<file path="src/logic/dlb_pkg.sv">
package dlb_pkg;

   // Widths of one lane, one bus word and the block length counter.
   localparam int unsigned DLB_BYTE_W = 8;
   localparam int unsigned DLB_WORD_W = 16;
   localparam int unsigned DLB_LEN_W  = 16;

   // Printable range for text fields, and the byte that replaces anything outside it.
   localparam logic [7:0] DLB_ASCII_MIN  = 8'h20;
   localparam logic [7:0] DLB_ASCII_MAX  = 8'h7E;
   localparam logic [7:0] DLB_ASCII_FILL = 8'h20;

   // Reset values of the data path.
   localparam logic [15:0] DLB_RST_WORD = 16'h0000;
   localparam logic [7:0]  DLB_RST_BYTE = 8'h00;

   // Error codes reported with the error pulse.
   localparam logic [1:0] DLB_ERR_NONE  = 2'h0;
   localparam logic [1:0] DLB_ERR_SHORT = 2'h1;
   localparam logic [1:0] DLB_ERR_MODE  = 2'h2;
   localparam logic [1:0] DLB_ERR_ASCII = 2'h3;

   // Transfer modes of a block.
   typedef enum logic [1:0] {
      DLB_MODE_PIO16 = 2'b00,
      DLB_MODE_PIO8  = 2'b01,
      DLB_MODE_DMA   = 2'b10
   } dlb_mode_t;

   // Phases of the data lane sequencer.
   typedef enum logic [1:0] {
      DLB_ST_IDLE = 2'b00,
      DLB_ST_PIO  = 2'b01,
      DLB_ST_DREQ = 2'b10,
      DLB_ST_DBUR = 2'b11
   } dlb_state_t;

   // True when a byte lies in the printable text range.
   function automatic logic dlb_is_print(input logic [7:0] b);
      return (b >= DLB_ASCII_MIN) && (b <= DLB_ASCII_MAX);
   endfunction

endpackage

</file>
<file path="src/logic/dlb_lane_order.sv">
`timescale 1ns/1ps
module dlb_lane_order
   import dlb_pkg::*;
#(
   parameter int unsigned P_LEN_W   = DLB_LEN_W,
   parameter bit          P_PIO8_EN = 1'b0
) (
   // Clock and reset.
   input  logic               i_clk,
   input  logic               i_reset_n,
   // Block set-up from the device core.
   input  logic               i_blk_start,
   input  logic [P_LEN_W-1:0] i_blk_len,
   input  dlb_mode_t          i_blk_mode,
   input  logic               i_blk_to_host,
   input  logic               i_blk_ascii,
   // Byte stream towards the host.
   input  logic [7:0]         i_tx_byte,
   input  logic               i_tx_valid,
   output logic               o_tx_ready,
   // Byte stream from the host.
   output logic [7:0]         o_rx_byte,
   output logic               o_rx_valid,
   // Block status.
   output logic               o_done,
   output logic               o_err,
   output logic [1:0]         o_err_code,
   // Host side pins.
   input  logic               i_strobe,
   input  logic               i_dma_ack_n,
   output logic               o_dma_request,
   output logic               o_device_occupied_flag,
   output logic               o_transfer_request_flag,
   input  logic [15:0]        i_parallel_data_lines,
   output logic [15:0]        o_parallel_data_lines,
   output logic               o_parallel_data_lines_oe
);

   dlb_state_t         state_r, state_nxt;
   dlb_mode_t          mode_r;
   logic               to_host_r, ascii_r, wrdy_r, wrdy_nxt;
   logic [P_LEN_W-1:0] remain_r, need_r, need_nxt, rem_a, xcnt;
   logic [1:0]         stg_cnt_r, cnt_a, bb_r;
   logic [7:0]         b0_r, b1_r, b0_nxt, b1_nxt, b_in, pend_byte_r, first_b, second_b;
   logic [15:0]        map_word;
   logic               tx_take, xfer, xfer_tx, xfer_rx, full_a, start_ok, start_bad;
   logic               tx_dir_nxt, pend_r, bad_char, burst_end;
   logic               tx_ready_r, rx_valid_r, done_r, err_r, dmarq_r, occ_r, req_r, oe_r;
   logic [1:0]         err_code_r;
   logic [7:0]         rx_byte_r;
   logic [15:0]        pdl_out_r;

   dlb_lane_map u_map (
      .i_b0     (b0_nxt),
      .i_b1     (b1_nxt),
      .i_pio8   (mode_r == DLB_MODE_PIO8),
      .i_ascii  (ascii_r),
      .i_word   (i_parallel_data_lines),
      .o_word   (map_word),
      .o_first  (first_b),
      .o_second (second_b)
   );

   // Start checks: zero length, a disabled narrow mode and a one-byte DMA block are refused.
   always_comb begin
      start_bad = i_blk_start && (state_r == DLB_ST_IDLE) &&
                  ((i_blk_len == '0) ||
                   ((i_blk_mode == DLB_MODE_PIO8) && !P_PIO8_EN) ||
                   ((i_blk_mode == DLB_MODE_DMA) && (i_blk_len < P_LEN_W'(2))));
      start_ok  = i_blk_start && (state_r == DLB_ST_IDLE) && !start_bad;
   end

   // Transfer qualification, byte accounting and word assembly.
   always_comb begin
      tx_take = i_tx_valid && tx_ready_r;
      xfer    = i_strobe &&
                (((state_r == DLB_ST_PIO) && !occ_r && req_r) ||
                 ((state_r == DLB_ST_DBUR) && !i_dma_ack_n && (!to_host_r || wrdy_r)));
      xfer_tx = xfer && to_host_r;
      xfer_rx = xfer && !to_host_r;
      if (to_host_r) begin
         xcnt = P_LEN_W'(stg_cnt_r);
      end else if ((mode_r == DLB_MODE_PIO8) || (remain_r == P_LEN_W'(1))) begin
         xcnt = P_LEN_W'(1);
      end else begin
         xcnt = P_LEN_W'(2);
      end
      rem_a      = xfer ? remain_r - xcnt : remain_r;
      cnt_a      = xfer_tx ? 2'd0 : stg_cnt_r + {1'b0, tx_take};
      need_nxt   = start_ok ? (i_blk_to_host ? i_blk_len : '0) : need_r - P_LEN_W'(tx_take);
      full_a     = (cnt_a == 2'd2) ||
                   ((cnt_a == 2'd1) && ((mode_r == DLB_MODE_PIO8) || (need_nxt == '0)));
      wrdy_nxt   = !xfer_tx && (wrdy_r || (tx_take && full_a));
      tx_dir_nxt = start_ok ? i_blk_to_host : to_host_r;
      bad_char   = ascii_r && !dlb_is_print(i_tx_byte);
      b_in       = bad_char ? DLB_ASCII_FILL : i_tx_byte;
      b0_nxt     = b0_r;
      b1_nxt     = b1_r;
      if (tx_take && (stg_cnt_r == 2'd0)) begin
         b0_nxt = b_in;
         b1_nxt = DLB_RST_BYTE;
      end else if (tx_take) begin
         b1_nxt = b_in;
      end
      burst_end = (state_r == DLB_ST_DBUR) && i_dma_ack_n;
   end

   // Sequencer: programmed blocks end on the last byte, DMA blocks on the acknowledge release.
   always_comb begin
      state_nxt = state_r;
      unique case (state_r)
         DLB_ST_IDLE: begin
            if (start_ok) begin
               state_nxt = (i_blk_mode == DLB_MODE_DMA) ? DLB_ST_DREQ : DLB_ST_PIO;
            end
         end
         DLB_ST_PIO: begin
            if (rem_a == '0) begin
               state_nxt = DLB_ST_IDLE;
            end
         end
         DLB_ST_DREQ: begin
            if (!i_dma_ack_n) begin
               state_nxt = DLB_ST_DBUR;
            end
         end
         DLB_ST_DBUR: begin
            if (i_dma_ack_n) begin
               state_nxt = (remain_r == '0) ? DLB_ST_IDLE : DLB_ST_DREQ;
            end
         end
      endcase
   end

   // Block context, loaded at start.
   always_ff @(posedge i_clk or negedge i_reset_n) begin
      if (!i_reset_n) begin
         state_r   <= DLB_ST_IDLE;
         mode_r    <= DLB_MODE_PIO16;
         to_host_r <= 1'b0;
         ascii_r   <= 1'b0;
         remain_r  <= '0;
      end else begin
         state_r <= state_nxt;
         if (start_ok) begin
            mode_r    <= i_blk_mode;
            to_host_r <= i_blk_to_host;
            ascii_r   <= i_blk_ascii;
            remain_r  <= i_blk_len;
         end else begin
            remain_r <= rem_a;
         end
      end
   end

   // Outgoing word staging and the byte stream handshake.
   always_ff @(posedge i_clk or negedge i_reset_n) begin
      if (!i_reset_n) begin
         need_r     <= '0;
         stg_cnt_r  <= 2'd0;
         b0_r       <= DLB_RST_BYTE;
         b1_r       <= DLB_RST_BYTE;
         wrdy_r     <= 1'b0;
         tx_ready_r <= 1'b0;
      end else begin
         need_r     <= need_nxt;
         stg_cnt_r  <= cnt_a;
         b0_r       <= b0_nxt;
         b1_r       <= b1_nxt;
         wrdy_r     <= wrdy_nxt;
         tx_ready_r <= (state_nxt != DLB_ST_IDLE) && tx_dir_nxt && !wrdy_nxt &&
                       (need_nxt != '0);
      end
   end

   // Incoming word split into bytes; the second byte follows one cycle later.
   always_ff @(posedge i_clk or negedge i_reset_n) begin
      if (!i_reset_n) begin
         rx_byte_r   <= DLB_RST_BYTE;
         rx_valid_r  <= 1'b0;
         pend_r      <= 1'b0;
         pend_byte_r <= DLB_RST_BYTE;
      end else begin
         rx_valid_r <= xfer_rx || pend_r;
         pend_r     <= xfer_rx && (xcnt == P_LEN_W'(2));
         if (xfer_rx) begin
            rx_byte_r   <= first_b;
            pend_byte_r <= second_b;
         end else if (pend_r) begin
            rx_byte_r <= pend_byte_r;
         end
      end
   end

   // Host pins: data drive, request and status flags.
   always_ff @(posedge i_clk or negedge i_reset_n) begin
      if (!i_reset_n) begin
         pdl_out_r <= DLB_RST_WORD;
         oe_r      <= 1'b0;
         dmarq_r   <= 1'b0;
         req_r     <= 1'b0;
         occ_r     <= 1'b0;
      end else begin
         pdl_out_r <= map_word;
         oe_r      <= tx_dir_nxt && wrdy_nxt &&
                      ((state_nxt == DLB_ST_PIO) || (state_nxt == DLB_ST_DBUR));
         dmarq_r   <= ((state_nxt == DLB_ST_DREQ) || (state_nxt == DLB_ST_DBUR)) &&
                      (rem_a != '0) && (!tx_dir_nxt || wrdy_nxt);
         req_r     <= (state_nxt == DLB_ST_PIO) && (!tx_dir_nxt || wrdy_nxt);
         occ_r     <= (state_nxt != DLB_ST_IDLE) &&
                      !((state_nxt == DLB_ST_PIO) && (!tx_dir_nxt || wrdy_nxt));
      end
   end

   // Burst byte count, saturating at two, cleared whenever no burst is open.
   always_ff @(posedge i_clk or negedge i_reset_n) begin
      if (!i_reset_n) begin
         bb_r <= 2'd0;
      end else if (state_r != DLB_ST_DBUR) begin
         bb_r <= 2'd0;
      end else if (xfer) begin
         bb_r <= ((xcnt >= P_LEN_W'(2)) || (bb_r != 2'd0)) ? 2'd2 : 2'd1;
      end
   end

   // Completion and error pulses.
   always_ff @(posedge i_clk or negedge i_reset_n) begin
      if (!i_reset_n) begin
         done_r     <= 1'b0;
         err_r      <= 1'b0;
         err_code_r <= DLB_ERR_NONE;
      end else begin
         done_r <= (state_r != DLB_ST_IDLE) && (state_nxt == DLB_ST_IDLE);
         err_r  <= start_bad || (burst_end && (bb_r < 2'd2)) || (tx_take && bad_char);
         if (start_bad) begin
            err_code_r <= DLB_ERR_MODE;
         end else if (burst_end && (bb_r < 2'd2)) begin
            err_code_r <= DLB_ERR_SHORT;
         end else if (tx_take && bad_char) begin
            err_code_r <= DLB_ERR_ASCII;
         end else begin
            err_code_r <= DLB_ERR_NONE;
         end
      end
   end

   // Every output is a flip-flop.
   assign o_tx_ready               = tx_ready_r;
   assign o_rx_byte                = rx_byte_r;
   assign o_rx_valid               = rx_valid_r;
   assign o_done                   = done_r;
   assign o_err                    = err_r;
   assign o_err_code               = err_code_r;
   assign o_dma_request            = dmarq_r;
   assign o_device_occupied_flag   = occ_r;
   assign o_transfer_request_flag  = req_r;
   assign o_parallel_data_lines    = pdl_out_r;
   assign o_parallel_data_lines_oe = oe_r;
endmodule

</file>
<file path="src/logic/dlb_lane_map.sv">
`timescale 1ns/1ps
// Places bytes onto the data lanes and takes them back off again.
module dlb_lane_map
   import dlb_pkg::*;
(
   // Byte pair to send, first byte in i_b0.
   input  logic [7:0]  i_b0,
   input  logic [7:0]  i_b1,
   // Lane order selection.
   input  logic        i_pio8,
   input  logic        i_ascii,
   // Word received from the bus.
   input  logic [15:0] i_word,
   // Mapped results.
   output logic [15:0] o_word,
   output logic [7:0]  o_first,
   output logic [7:0]  o_second
);

   // Outgoing word: text swaps the lanes, the narrow mode uses the low lane only.
   always_comb begin
      if (i_pio8) begin
         o_word = {DLB_RST_BYTE, i_b0};
      end else if (i_ascii) begin
         o_word = {i_b0, i_b1};
      end else begin
         o_word = {i_b1, i_b0};
      end
   end

   // Incoming word: pick which lane carries the earlier byte.
   always_comb begin
      if (i_ascii && !i_pio8) begin
         o_first  = i_word[15:8];
         o_second = i_word[7:0];
      end else begin
         o_first  = i_word[7:0];
         o_second = i_word[15:8];
      end
   end

endmodule

</file>
<file path="config.mk">
export PLATFORM = sky130hd
export DESIGN_NAME = dlb_lane_order
export DESIGN_NICKNAME = d
export VERILOG_FILES = /design/src/logic/dlb_pkg.sv /design/src/logic/dlb_lane_order.sv /design/src/logic/dlb_lane_map.sv
export SDC_FILE = /design/constraint.sdc
export NUM_CORES = 1
export LEC_CHECK = 0
export BUFFER_PORTS_ARGS = -buffer_cell sky130_fd_sc_hd__buf_2
export CORE_ASPECT_RATIO = 0.7
export CORE_MARGIN = 2
export CORE_UTILIZATION = 61
export CTS_BUF_LIST = sky130_fd_sc_hd__clkbuf_8 sky130_fd_sc_hd__clkbuf_16
export DETAILED_ROUTE_END_ITERATION = 10
export GPL_ROUTABILITY_DRIVEN = 1
export GPL_TIMING_DRIVEN = 0
export PLACE_DENSITY = 0.95
export SLEW_MARGIN = 5
export SYNTH_ARGS = -nofsm -noshare
export SYNTH_HDL_FRONTEND = slang
export SYNTH_SLANG_ARGS = --single-unit
export TNS_END_PERCENT = 10
</file>
<file path="constraint.sdc">
create_clock -name i_clk -period 6.1 [get_ports i_clk]
set_clock_uncertainty 0.05 [all_clocks]
set_input_delay 0 -clock i_clk [delete_from_list [all_inputs] [get_ports i_clk]]
set_output_delay 0 -clock i_clk [all_outputs]
set_load 0.03 [all_outputs]
</file>
==> results of run 1 <==
## sequential cells by signal (all words and copies together), names as in the netlist
signal and count:
o_tx_ready 1, o_dma_request 1, remain_r 16, to_host_r 1, o_parallel_data_lines_oe 1, o_done 1, o_rx_byte 8, stg_cnt_r 2
b0_r 8, need_r 16, mode_r 2, o_err 1, o_rx_valid 1, state_r 2, bb_r 2, o_device_occupied_flag 1
ascii_r 1, wrdy_r 1, o_parallel_data_lines 16, o_err_code 2, pend_byte_r 8, b1_r 8, pend_r 1, o_transfer_request_flag 1
## cells by family (layout without fill, tap and decap cells)
logic type,after synthesis,after routing
compound gates,142,142
xor+xnor,26,26
fa+ha+maj,6,6
buf+inv,51,201
flops,102,102
mux,19,19
simple gates,223,223
## area by class of cell
| cell class | count | area [um^2] |
|---|---|---|
| buffer | 32 | 138 |
| clock buffer | 10 | 239 |
| clock inverter | 5 | 60.1 |
| fill | 515 | 1750 |
| inverter | 19 | 71.3 |
| multi-input combinational | 416 | 2520 |
| sequential | 102 | 2550 |
| tap | 120 | 150 |
| timing repair buffer | 135 | 961 |
## worst max-delay path: cells and delay by family (launching register included)
kind	cells	cell delay (ns)
simple gates	6	2.27
flops	1	0.39
fa+ha+maj	1	0.21
compound gates	5	1.33
buf+inv	4	0.42
## per-stage QoR
stage,hold slack (ns),instances
6_report,0.0333,839
3_3_place_gp,0.167,771
5_1_grt,0.0427,839
4_1_cts,0.0116,839
2_1_floorplan,-0.346,569
3_5_place_dp,-0.00156,772
## cell usage after synthesis (3+ instances only)
cell type,n,area share [%]
nor4b_1,3,0.50
nor3_1,16,1.5
ha_1,5,1.2
buf_1,3,0.21
a211oi_1,17,2.4
o31ai_1,4,0.57
nor2_1,60,4.3
o21ai_0,28,2.7
nand2_1,47,3.3
xor2_1,8,1.3
nor4_1,17,2.0
nand3_1,14,1.3
o41ai_1,3,0.50
dfrtp_1,102,48
mux2i_1,17,3.2
and2_1,5,0.59
clkbuf_1,25,1.8
or2_2,3,0.36
a21boi_0,3,0.43
nand4_1,5,0.59
xnor2_1,17,2.8
inv_1,17,1.2
nor2b_1,13,1.5
a31oi_1,7,0.83
nand2b_1,6,0.71
or4_1,5,0.71
and3_1,9,1.1
or3_1,10,1.2
a21oi_1,60,5.7
## layer usage
layer  share of wire, %  wire, um  global-route usage (%)  up-vias
li1                   -         -                       -     2318
met1                 38      6380                    48.1     2566
met2                 46      7630                    56.8      435
met3                 12      1960                    9.96       79
met4                3.6       600                    14.2        0
met5                  0         0                       0        -
## worst paths after layout
path | endpoint | slack [ns] | depth (start not counted) | from
worst max-delay path | o_parallel_data_lines_oe$_DFF_PN0_ | 1.30 | 16 | remain_r[2]$_DFF_PN0_
worst min-delay path | to_host_r$_DFF_PN0_ | 0.03 | 3 | i_blk_to_host
worst max register to register | o_parallel_data_lines_oe$_DFF_PN0_ | 1.30 | 16 | remain_r[2]$_DFF_PN0_
worst min register to register | mode_r[0]$_DFFE_PN0N_ | 0.43 | 2 | mode_r[0]$_DFFE_PN0N_
max in group asynchronous | o_rx_byte[4]$_DFFE_PN0P_ | 5.17 | 3 | i_reset_n
min in group asynchronous | remain_r[8]$_DFF_PN0_ | 0.14 | 2 | i_reset_n
## power by group
group	internal (mW)	switching (mW)	total, mW
Clock	0.328	0.254	0.582
Combinational	0.579	1.01	1.59
Sequential	0.981	0.220	1.20
==> reports/metrics.yaml, run 1 <==
outcome:
  outcome: "finished, final reports clean"
job:
  drv_cap: 0
floorplanning:
  initial_core_util_pct: 62.5
  die_x_um: 115
  fp.dieH_um: 81.8
  rows: 28
  core_area_mm2: 0.00844
  die_area_mm2: 0.00943
  ios: 84
cts:
  postCtsHoldBufs: 52
  path_clk_slew_ns: 0.07
  cts_tree: "built"
  clock_latency_ns: 0.36
  cts_buffers: 9
  clock_path_buffers: 2
  cts_max_level: 3
  cts_resized: 0
  cts-root-buf: "clkbuf_16"
  cts_setup_buffers: 0
  cts_sinks: 102
placed_design:
  dpl-instance-area_mm2: 0.00587
  gp_congestion: 1.02
  hpwl_mm: 10.6
  pre_cts_slack_ns: 1.43
  numPortBuffers: 82
route:
  drt_iter0_markers: 797
  routed_via_density: 6.43
  firstDrtPassIters: 7
  drc: 0
  antenna_left: 0
  dr_total_vias: 5398
  wl_per_cell_um: 19.7
  drt_wl_total_mm: 16.6
synth:
  synth_edf_count: 0
  synth_seq_cells: 102
  synth_simple_gate_area_share_pct: 21.8
  yosysUniqueCellTypes: 59
  synth_top_family_by_area: "simple AND/OR/NAND/NOR gates"
  synthesis.area_mm2: 0.00528
  synthMuxAreaShare_pct: 3.65
  syn-num-nets: 625
  synth_compound_area_share_pct: 16.3
  ys.flop_type: "dfrtp_1"
  syn_inst: 569
  synth-async-reset-ratio_pct: 100
  synth_fa_ha_area_share_pct: 1.56
  synthXorXnorAreaFrac_pct: 4.46
  ys_seq_area_share_pct: 48.4
  avgSynthCellArea_um2: 9.28
  yosys_warnings: 0
worst_setup_path:
  critPathRequiredTime_ns: 6.28
  worst_ep_arrival_time_ns: 4.98
  crit_path_end_kind: "flop"
  crit_type: "flop to flop"
  cp_common_cell: "buf_6"
  crit_path_start_kind: "flop"
  crit_chain: "buf_6, or4_4, buf_6, nor3_1, a311oi_1, a21o_1, inv_1, ha_1, nor2b_1, or4_1, o21a_1, a2111oi_0, or4b_4, o21ai_2, inv_2, and3_1"
  cp_max_fo: 8
  critPathSlowestCell: "or4b_4"
  critPathMaxStageDelay_ns: 0.58
timing:
  hold_viol: 0
  setup_viol: 0
  fin_crit_sh_pct: 78.7
  slew_violations: 0
  finalCriticalPeriod_ns: 4.80
  max_freq_mhz: 208
  fin_ws_ns: 1.30
  relSlewSlack_pct: 38.5
  tightest_slew_ns: 0.923
  rsz0062_at_grt: "false"
  final.setup.tns_ns: 0
pwr:
  p_per_area_mw_per_mm2: 503
  power.leakage_nw: 3.05
  vdd_ir_drop_max_mv: 0.272
  total_power_mw: 3.37
layout:
  final_cell_mix: "102 x dfrtp_1, 83 x buf_2, 60 x nor2_1, 60 x a21oi_1, 52 x dlygate4sd3_1"
  nNetsFinal: 771
  num_antenna_cells: 0
  final_common_cell: "dfrtp_1"
  syn_to_final_growth_pct: 26.7
  drive_above_1_share_pct: 16.7
  fin_area_mm2: 0.00669
  utilization_pct: 79.2
global_routing:
  grt_start_max_net_pins: 58
  grt_pass1_vias: 5156
  track_usage_pct: 36.1
  antenna_found_initial: 0
  grt_pass1_wl_mm: 25.6
  grt_overflow_total: 0
worst_hold_path:
  worst_hold_path_type: "input port to flop"
Power figures use the tool's default switching activity.
==> run 2: changes to the inputs <==
ABC_AREA = 1   (was not set)
CORE_UTILIZATION = 52   (was 61)
PLACE_DENSITY = 0.88   (was 0.95)
clock period = 4.22 ns   (was 6.1 ns; I/O delays follow)
==> run 2 against run 1 <==
Synthesized area is 4.9% higher. Clock-buffer cell count is 1 lower. Critical path depth is 6 higher. Sequential cell count stayed put. Global-route usage is 9.8 points lower. Highest routed layer unchanged.
==> reports/metrics.yaml, run 2 <==
cts:
  cts_tree: "built"  # unchanged
  clock_latency_ns: 0.36  # about the same
  clock_path_buffers: 2  # unchanged
  cts_sinks: 102  # unchanged
  cts_setup_buffers: 0  # unchanged
  path_clk_slew_ns: 0.07  # about the same
  cts_max_level: 3  # unchanged
  cts-root-buf: "clkbuf_16"  # unchanged
  cts_buffers: 9  # unchanged
layout:
  regArea_mm2: 0.00255  # unchanged
  final_cell_mix: "194 x nand2_1, 102 x dfrtp_1, 93 x inv_1, 84 x buf_2, 73 x o21ai_0"  # was 102 x dfrtp_1, 83 x buf_2, 60 x nor2_1, 60 x a21oi_1, 52 x dlygate4sd3_1
  multi_input_area_mm2: 0.00249  # was 0.00252 mm^2
  num_antenna_cells: 0  # unchanged
  syn_to_final_growth_pct: 24.3  # was 26.7%
  fin_area_mm2: 0.00689  # was 0.00669 mm^2
  nNetsFinal: 904  # was 771
  drive_above_1_share_pct: 17.7  # was 16.7%
  nFillCells: 800  # was 515
  final_common_cell: "nand2_1"  # was dfrtp_1
synth:
  synth.area.top_cells: "dfrtp_1 46%, nand2_1 13%, o21ai_0 6.6%"  # was dfrtp_1 48%, a21oi_1 5.7%, nor2_1 4.3%
  syn_inst: 710  # was 569
  synth_common_cells: "194 x nand2_1, 102 x dfrtp_1, 93 x inv_1, 73 x o21ai_0, 69 x nor2_1"  # was 102 x dfrtp_1, 60 x a21oi_1, 60 x nor2_1, 47 x nand2_1, 28 x o21ai_0
  synth-async-reset-ratio_pct: 100  # unchanged
  yosys_warnings: 0  # unchanged
  avgSynthCellArea_um2: 7.80  # was 9.28 um^2
  synth.most_common_cell: "nand2_1"  # was dfrtp_1
  synth_seq_cells: 102  # unchanged
  synth_edf_count: 0  # unchanged
  yosysTopAreaCell: "dfrtp_1"  # unchanged
  syn-num-nets: 766  # was 625
  yosysUniqueCellTypes: 45  # was 59
  synthesis.area_mm2: 0.00554  # was 0.00528 mm^2
  synth.top_cell.area_share_pct: 46.1  # was 48.4%
  ys_seq_area_share_pct: 46.1  # was 48.4%
  ys.flop_type: "dfrtp_1"  # unchanged
worst_setup_path:
  rr_worst_depth: 22  # was 16
  crit_path_end_kind: "flop"  # unchanged
  r2r_end: "o_tx_ready$_DFF_PN0_"  # was o_parallel_data_lines_oe$_DFF_PN0_
  crit_type: "flop to flop"  # unchanged
  crit_start: "remain_r[13]$_DFF_PN0_"  # was remain_r[2]$_DFF_PN0_
  r2r_setup_slack_ns: 0.30  # was 1.30 ns
  critPathRequiredTime_ns: 4.42  # was 6.28 ns
  r2r_start: "remain_r[13]$_DFF_PN0_"  # was remain_r[2]$_DFF_PN0_
  worst_ep_arrival_time_ns: 4.13  # was 4.98 ns
  crit_path_start_kind: "flop"  # unchanged
  cp_max_fo: 4  # was 8
global_routing:
  track_usage_pct: 26.3  # was 36.1%
  grt_pass1_vias: 5017  # was 5,156
  grt_overflow_total: 0  # unchanged
  grt_pass1_wl_mm: 23.8  # was 25.6 mm
  antenna_found_initial: 0  # unchanged
  grt_start_max_net_pins: 73  # was 58
placed_design:
  numPortBuffers: 82  # unchanged
  hpwl_mm: 10.1  # was 10.6 mm
  dpl-instance-area_mm2: 0.00614  # was 0.00587 mm^2
  pre_cts_slack_ns: 0.160  # was 1.43 ns
  gp_congestion: 0.908  # was 1.02
route:
  drc: 0  # unchanged
  drt_wl_total_mm: 14.4  # was 16.6 mm
  wl_per_cell_um: 14.6  # was 19.7 um
  dr_total_vias: 5263  # was 5,398
  drt_iter0_markers: 462  # was 797
  routed_via_density: 5.34  # was 6.43
  antenna_left: 0  # unchanged
  firstDrtPassIters: 5  # was 7
floorplanning:
  initial_core_util_pct: 53.5  # was 62.5%
  fp.dieH_um: 90.4  # was 81.8 um
  die_x_um: 127  # was 115 um
  die_area_mm2: 0.0115  # was 0.00943 mm^2
  rows: 31  # was 28
  core_area_mm2: 0.0104  # was 0.00844 mm^2
  ios: 84  # unchanged
pwr:
  vdd_ir_drop_max_mv: 0.293  # was 0.272 mV
  p_per_area_mw_per_mm2: 683  # was 503 mW/mm^2
  power.leakage_nw: 3.66  # was 3.05 nW
timing:
  tightest_slew_ns: 0.720  # was 0.923 ns
  fin_ws_ns: 0.296  # was 1.30 ns
  hold_slack_ns: 0.0140  # was 0.0333 ns
  setup_viol: 0  # unchanged
  hold_viol: 0  # unchanged
  rsz0062_at_grt: "false"  # unchanged
  fin_crit_sh_pct: 93.0  # was 78.7%
  relSlewSlack_pct: 51.7  # was 38.5%
  finalCriticalPeriod_ns: 3.92  # was 4.80 ns
  final.setup.tns_ns: 0  # unchanged
  max_freq_mhz: 255  # was 208 MHz
  slew_violations: 0  # unchanged
worst_hold_path:
  hold_start: "i_tx_byte[0]"  # was i_blk_to_host
  min_to: "b1_r[0]$_DFF_PN0_"  # was to_host_r$_DFF_PN0_
  worst_hold_path_type: "input port to flop"  # unchanged
  whs_path_depth: 5  # was 3
job:
  drv_cap: 0  # unchanged
outcome:
  outcome: "finished, final reports clean"  # unchanged
[run 2: power breakdown]
part / internal, mW / switching (mW) / leakage [nW]
Sequential: 1.40 / 0.259 / 1.29
Clock: 0.415 / 0.404 / 0.142
Combinational: 0.729 / 1.49 / 2.24
Total: 2.55 / 2.15 / 3.66
[run 2: worst max-delay path: stages (launching register included)]
cell and delay, ns:
dfrtp_1 0.42, or2_2 0.31, nor4_2 0.37, nand4_1 0.16
nand3_1 0.12, inv_1 0.06, a21oi_1 0.21, ha_1 0.27
inv_1 0.05, nor2_1 0.05, inv_1 0.05, nand2_1 0.09
nor3_4 0.29, nand3_1 0.13, nor3_2 0.17, xnor2_1 0.20
nand3_1 0.13, nor2_2 0.26, nand3_2 0.10, nand2_2 0.12
nand2_1 0.08, nand2_1 0.06, nor2_1 0.04
[run 2: cell families after synthesis]
| group | after synthesis | share of synthesized area [%] |
|---|---|---|
| xor gates and xnor gates | 23 | 3.64 |
| DFF | 102 | 46.1 |
| and+or+nand+nor | 349 | 28.9 |
| buffers and inverters | 125 | 9.10 |
| AOI/OAI and AO/OA | 105 | 10.8 |
| adders and majority gates | 6 | 1.49 |
[run 2: final cells by class]
| type | instances | area share [%] |
|---|---|---|
| buffer | 21 | 1.64 |
| sequential | 102 | 37.1 |
| clock inverter | 7 | 0.963 |
| timing repair buffer | 127 | 12.8 |
| inverter | 104 | 5.69 |
| multi-input combinational | 483 | 36.2 |
| tap | 132 | 2.40 |
| clock buffer | 9 | 3.27 |
[run 2: worst max-delay path by stage]
stage / to / slack [ns] / cells after the start
final: o_tx_ready$_DFF_PN0_ / 0.30 / 22
after global placement: o_tx_ready$_DFF_PN0_ / 0.30 / 22
after detailed placement: o_tx_ready$_DFF_PN0_ / 0.16 / 22
after global routing: o_tx_ready$_DFF_PN0_ / 0.08 / 22
after CTS: o_tx_ready$_DFF_PN0_ / 0.1 / 22
after floorplan: o_tx_ready$_DFF_PN0_ / 1.07 / 22
[run 2: timing repair]
| action | in CTS | in global routing |
|---|---|---|
| resized for setup | 0 | 2 |
| endpoints found under the hold margin | 153 | 0 |
| hold buffers | 44 | 0 |
| setup endpoints to repair | 0 | 7 |
[run 2: through the flow]
stage	cells	total power, mW	utilization (%)
6_report	985	4.70	66.5
2_1_floorplan	710	3.19	-
5_1_grt	985	5.07	66.5
3_5_place_dp	925	3.77	59.3
3_3_place_gp	924	3.67	59.0
4_1_cts	985	4.67	66.4
[run 2: routing by layer]
layer | part of all wire [%] | wire (um) | GRT usage (%)
met5 | 0 | 0 | 0
met4 | 1.8 | 257 | 8.06
met3 | 8.1 | 1170 | 6.69
met2 | 45 | 6530 | 40.6
met1 | 45 | 6440 | 36.5
==> run 3: changes to the inputs <==
CORE_UTILIZATION = 40   (was 52)
PLACE_DENSITY = 0.73   (was 0.88)
==> run 3 against run 2 <==
Wire length decreased by 1.7%. Largest cell class unchanged. First-iteration DRC count decreased by 20%. Sequential share of layout area decreased by 0.054 points.
==> reports/metrics.yaml, run 3 (synthesis results as in run 2) <==
floorplanning:
  rows: 35  # was 31
  fp.dieH_um: 102  # was 90.4 um
  die_x_um: 145  # was 127 um
  die_area_mm2: 0.0148  # was 0.0115 mm^2
  core_area_mm2: 0.0134  # was 0.0104 mm^2
  ios: 84  # unchanged
  initial_core_util_pct: 41.5  # was 53.5%
layout:
  syn_to_final_growth_pct: 24.5  # was 24.3%
  instances_no_fill: 1031  # was 985
  fin_area_mm2: 0.00690  # was 0.00689 mm^2
  final_cell_mix: "194 x nand2_1, 102 x dfrtp_1, 95 x inv_1, 84 x buf_2, 73 x o21ai_0"  # was 194 x nand2_1, 102 x dfrtp_1, 93 x inv_1, 84 x buf_2, 73 x o21ai_0
  final_common_cell: "nand2_1"  # unchanged
  nFillCells: 1258  # was 800
  nNetsFinal: 897  # was 904
  utilization_pct: 51.6  # was 66.5%
  drive_above_1_share_pct: 17.6  # was 17.7%
  num_antenna_cells: 0  # unchanged
placed_design:
  placed_cells: 978  # was 925
  gp_congestion: 0.891  # was 0.908
  dpl-instance-area_mm2: 0.00620  # was 0.00614 mm^2
  numPortBuffers: 82  # unchanged
  hpwl_mm: 10.3  # was 10.1 mm
worst_setup_path:
  worst_ep_arrival_time_ns: 4.05  # was 4.13 ns
  r2r_end: "o_tx_ready$_DFF_PN0_"  # unchanged
  critPathRequiredTime_ns: 4.41  # was 4.42 ns
  rr_worst_depth: 22  # unchanged
  cp_max_fo: 4  # unchanged
  crit_path_end_kind: "flop"  # unchanged
  crit_type: "flop to flop"  # unchanged
  r2r_setup_slack_ns: 0.35  # was 0.30 ns
  r2r_start: "remain_r[12]$_DFF_PN0_"  # was remain_r[13]$_DFF_PN0_
  crit_path_start_kind: "flop"  # unchanged
route:
  drt_wl_total_mm: 14.2  # was 14.4 mm
  wl_per_cell_um: 13.7  # was 14.6 um
  drc: 0  # unchanged
  drt_iter0_markers: 370  # was 462
  routed_via_density: 4.90  # was 5.34
  antenna_left: 0  # unchanged
  firstDrtPassIters: 5  # unchanged
  dr_total_vias: 5047  # was 5,263
pwr:
  p_per_area_mw_per_mm2: 680  # was 683 mW/mm^2
  total_power_mw: 4.69  # was 4.70 mW
  vdd_ir_drop_max_mv: 0.210  # was 0.293 mV
  power.leakage_nw: 3.64  # was 3.66 nW
global_routing:
  grt_pass1_vias: 4560  # was 5,017
  grt_pass1_wl_mm: 22.6  # was 23.8 mm
  antenna_found_initial: 0  # unchanged
  track_usage_pct: 19.8  # was 26.3%
  grt_start_max_net_pins: 65  # was 73
  grt_overflow_total: 0  # unchanged
cts:
  path_clk_slew_ns: 0.07  # about the same
  cts_buffers: 9  # unchanged
  cts-root-buf: "clkbuf_16"  # unchanged
  clock_latency_ns: 0.35  # was 0.36 ns
  cts_max_level: 3  # unchanged
  cts_sinks: 102  # unchanged
  cts_setup_buffers: 0  # unchanged
  cts_tree: "built"  # unchanged
  clock_path_buffers: 2  # unchanged
timing:
  relSlewSlack_pct: 42.9  # was 51.7%
  tightest_slew_ns: 0.850  # was 0.720 ns
  setup_viol: 0  # unchanged
  max_freq_mhz: 259  # was 255 MHz
  fin_crit_sh_pct: 91.6  # was 93.0%
  final.setup.tns_ns: 0  # unchanged
  slew_violations: 0  # unchanged
  hold_viol: 0  # unchanged
  finalCriticalPeriod_ns: 3.87  # was 3.92 ns
outcome:
  outcome: "finished, final reports clean"  # unchanged
worst_hold_path:
  whs_path_depth: 3  # was 5
  hold_start: "i_parallel_data_lines[6]"  # was i_tx_byte[0]
  min_to: "o_rx_byte[6]$_DFFE_PN0P_"  # was b1_r[0]$_DFF_PN0_
  worst_hold_path_type: "input port to flop"  # unchanged
job:
  drv_cap: 0  # unchanged
==> run 3: how the worst max path moves through the flow <==
stage / end / from / slack (ns)
2_1_floorplan: o_tx_ready$_DFF_PN0_ / remain_r[12]$_DFF_PN0_ / 1.07
3_3_place_gp: o_tx_ready$_DFF_PN0_ / remain_r[12]$_DFF_PN0_ / 0.18
3_5_place_dp: o_tx_ready$_DFF_PN0_ / remain_r[12]$_DFF_PN0_ / 0.05
4_1_cts: o_tx_ready$_DFF_PN0_ / remain_r[13]$_DFF_PN0_ / 0.21
5_1_grt: o_tx_ready$_DFF_PN0_ / remain_r[12]$_DFF_PN0_ / -0.006
6_report: o_tx_ready$_DFF_PN0_ / remain_r[12]$_DFF_PN0_ / 0.35
==> run 3: per-layer routing <==
layer | up-vias | track usage [%] | wire length, um
li1 | 2519 | - | -
met1 | 2377 | 29.7 | 7270
met4 | 0 | 4.11 | 114
met5 | - | 0 | 0
met3 | 12 | 4.08 | 743
met2 | 139 | 29.6 | 6020
==> run 3: timing repair <==
action	4_1_cts	5_1_grt
setup endpoints to repair	1	6
hold endpoints to repair	107	0
hold buffers	37	0
gates resized for setup	1	3
==> run 3: critical path, stage by stage (launching register included) <==
cell     delay, ns
dfrtp_1       0.42
or2_2         0.36
nor4_4        0.33
nand4_1       0.15
nand3_1       0.12
inv_1         0.06
a21oi_1       0.21
ha_1          0.28
inv_1         0.05
nor2_1        0.04
inv_1         0.05
nand2_1       0.10
nor3_4        0.27
nand3_1       0.13
nor3_2        0.18
xnor2_1       0.17
nand3_1       0.16
nor2_4        0.21
nand3_2       0.09
nand2_2       0.12
nand2_1       0.08
nand2_1       0.06
nor2_1        0.04
==> run 3: layout make-up <==
class / count / area [um^2] / share of cell area (%)
sequential: 102 / 2550 / 37.0
buffer: 21 / 113 / 1.63
clock inverter: 7 / 73.8 / 1.07
timing repair buffer: 120 / 803 / 11.6
tap: 185 / 231 / 3.36
clock buffer: 9 / 225 / 3.27
multi-input combinational: 483 / 2500 / 36.3
inverter: 104 / 392 / 5.68
==> run 3: through the flow <==
stage | hold slack [ns] | setup slack, ns
CTS | 0.000640 | 0.208
global route | 0.0234 | -0.00572
finish | 0.00850 | 0.353
global placement | 0.193 | 0.176
floorplan | -0.346 | 1.07
detailed placement | 0.0816 | 0.0453
==> run 3: report_power, final <==
part	switching (mW)	internal, mW
clock network	0.376	0.463
logic	1.48	0.711
registers	0.258	1.40
total	2.11	2.58
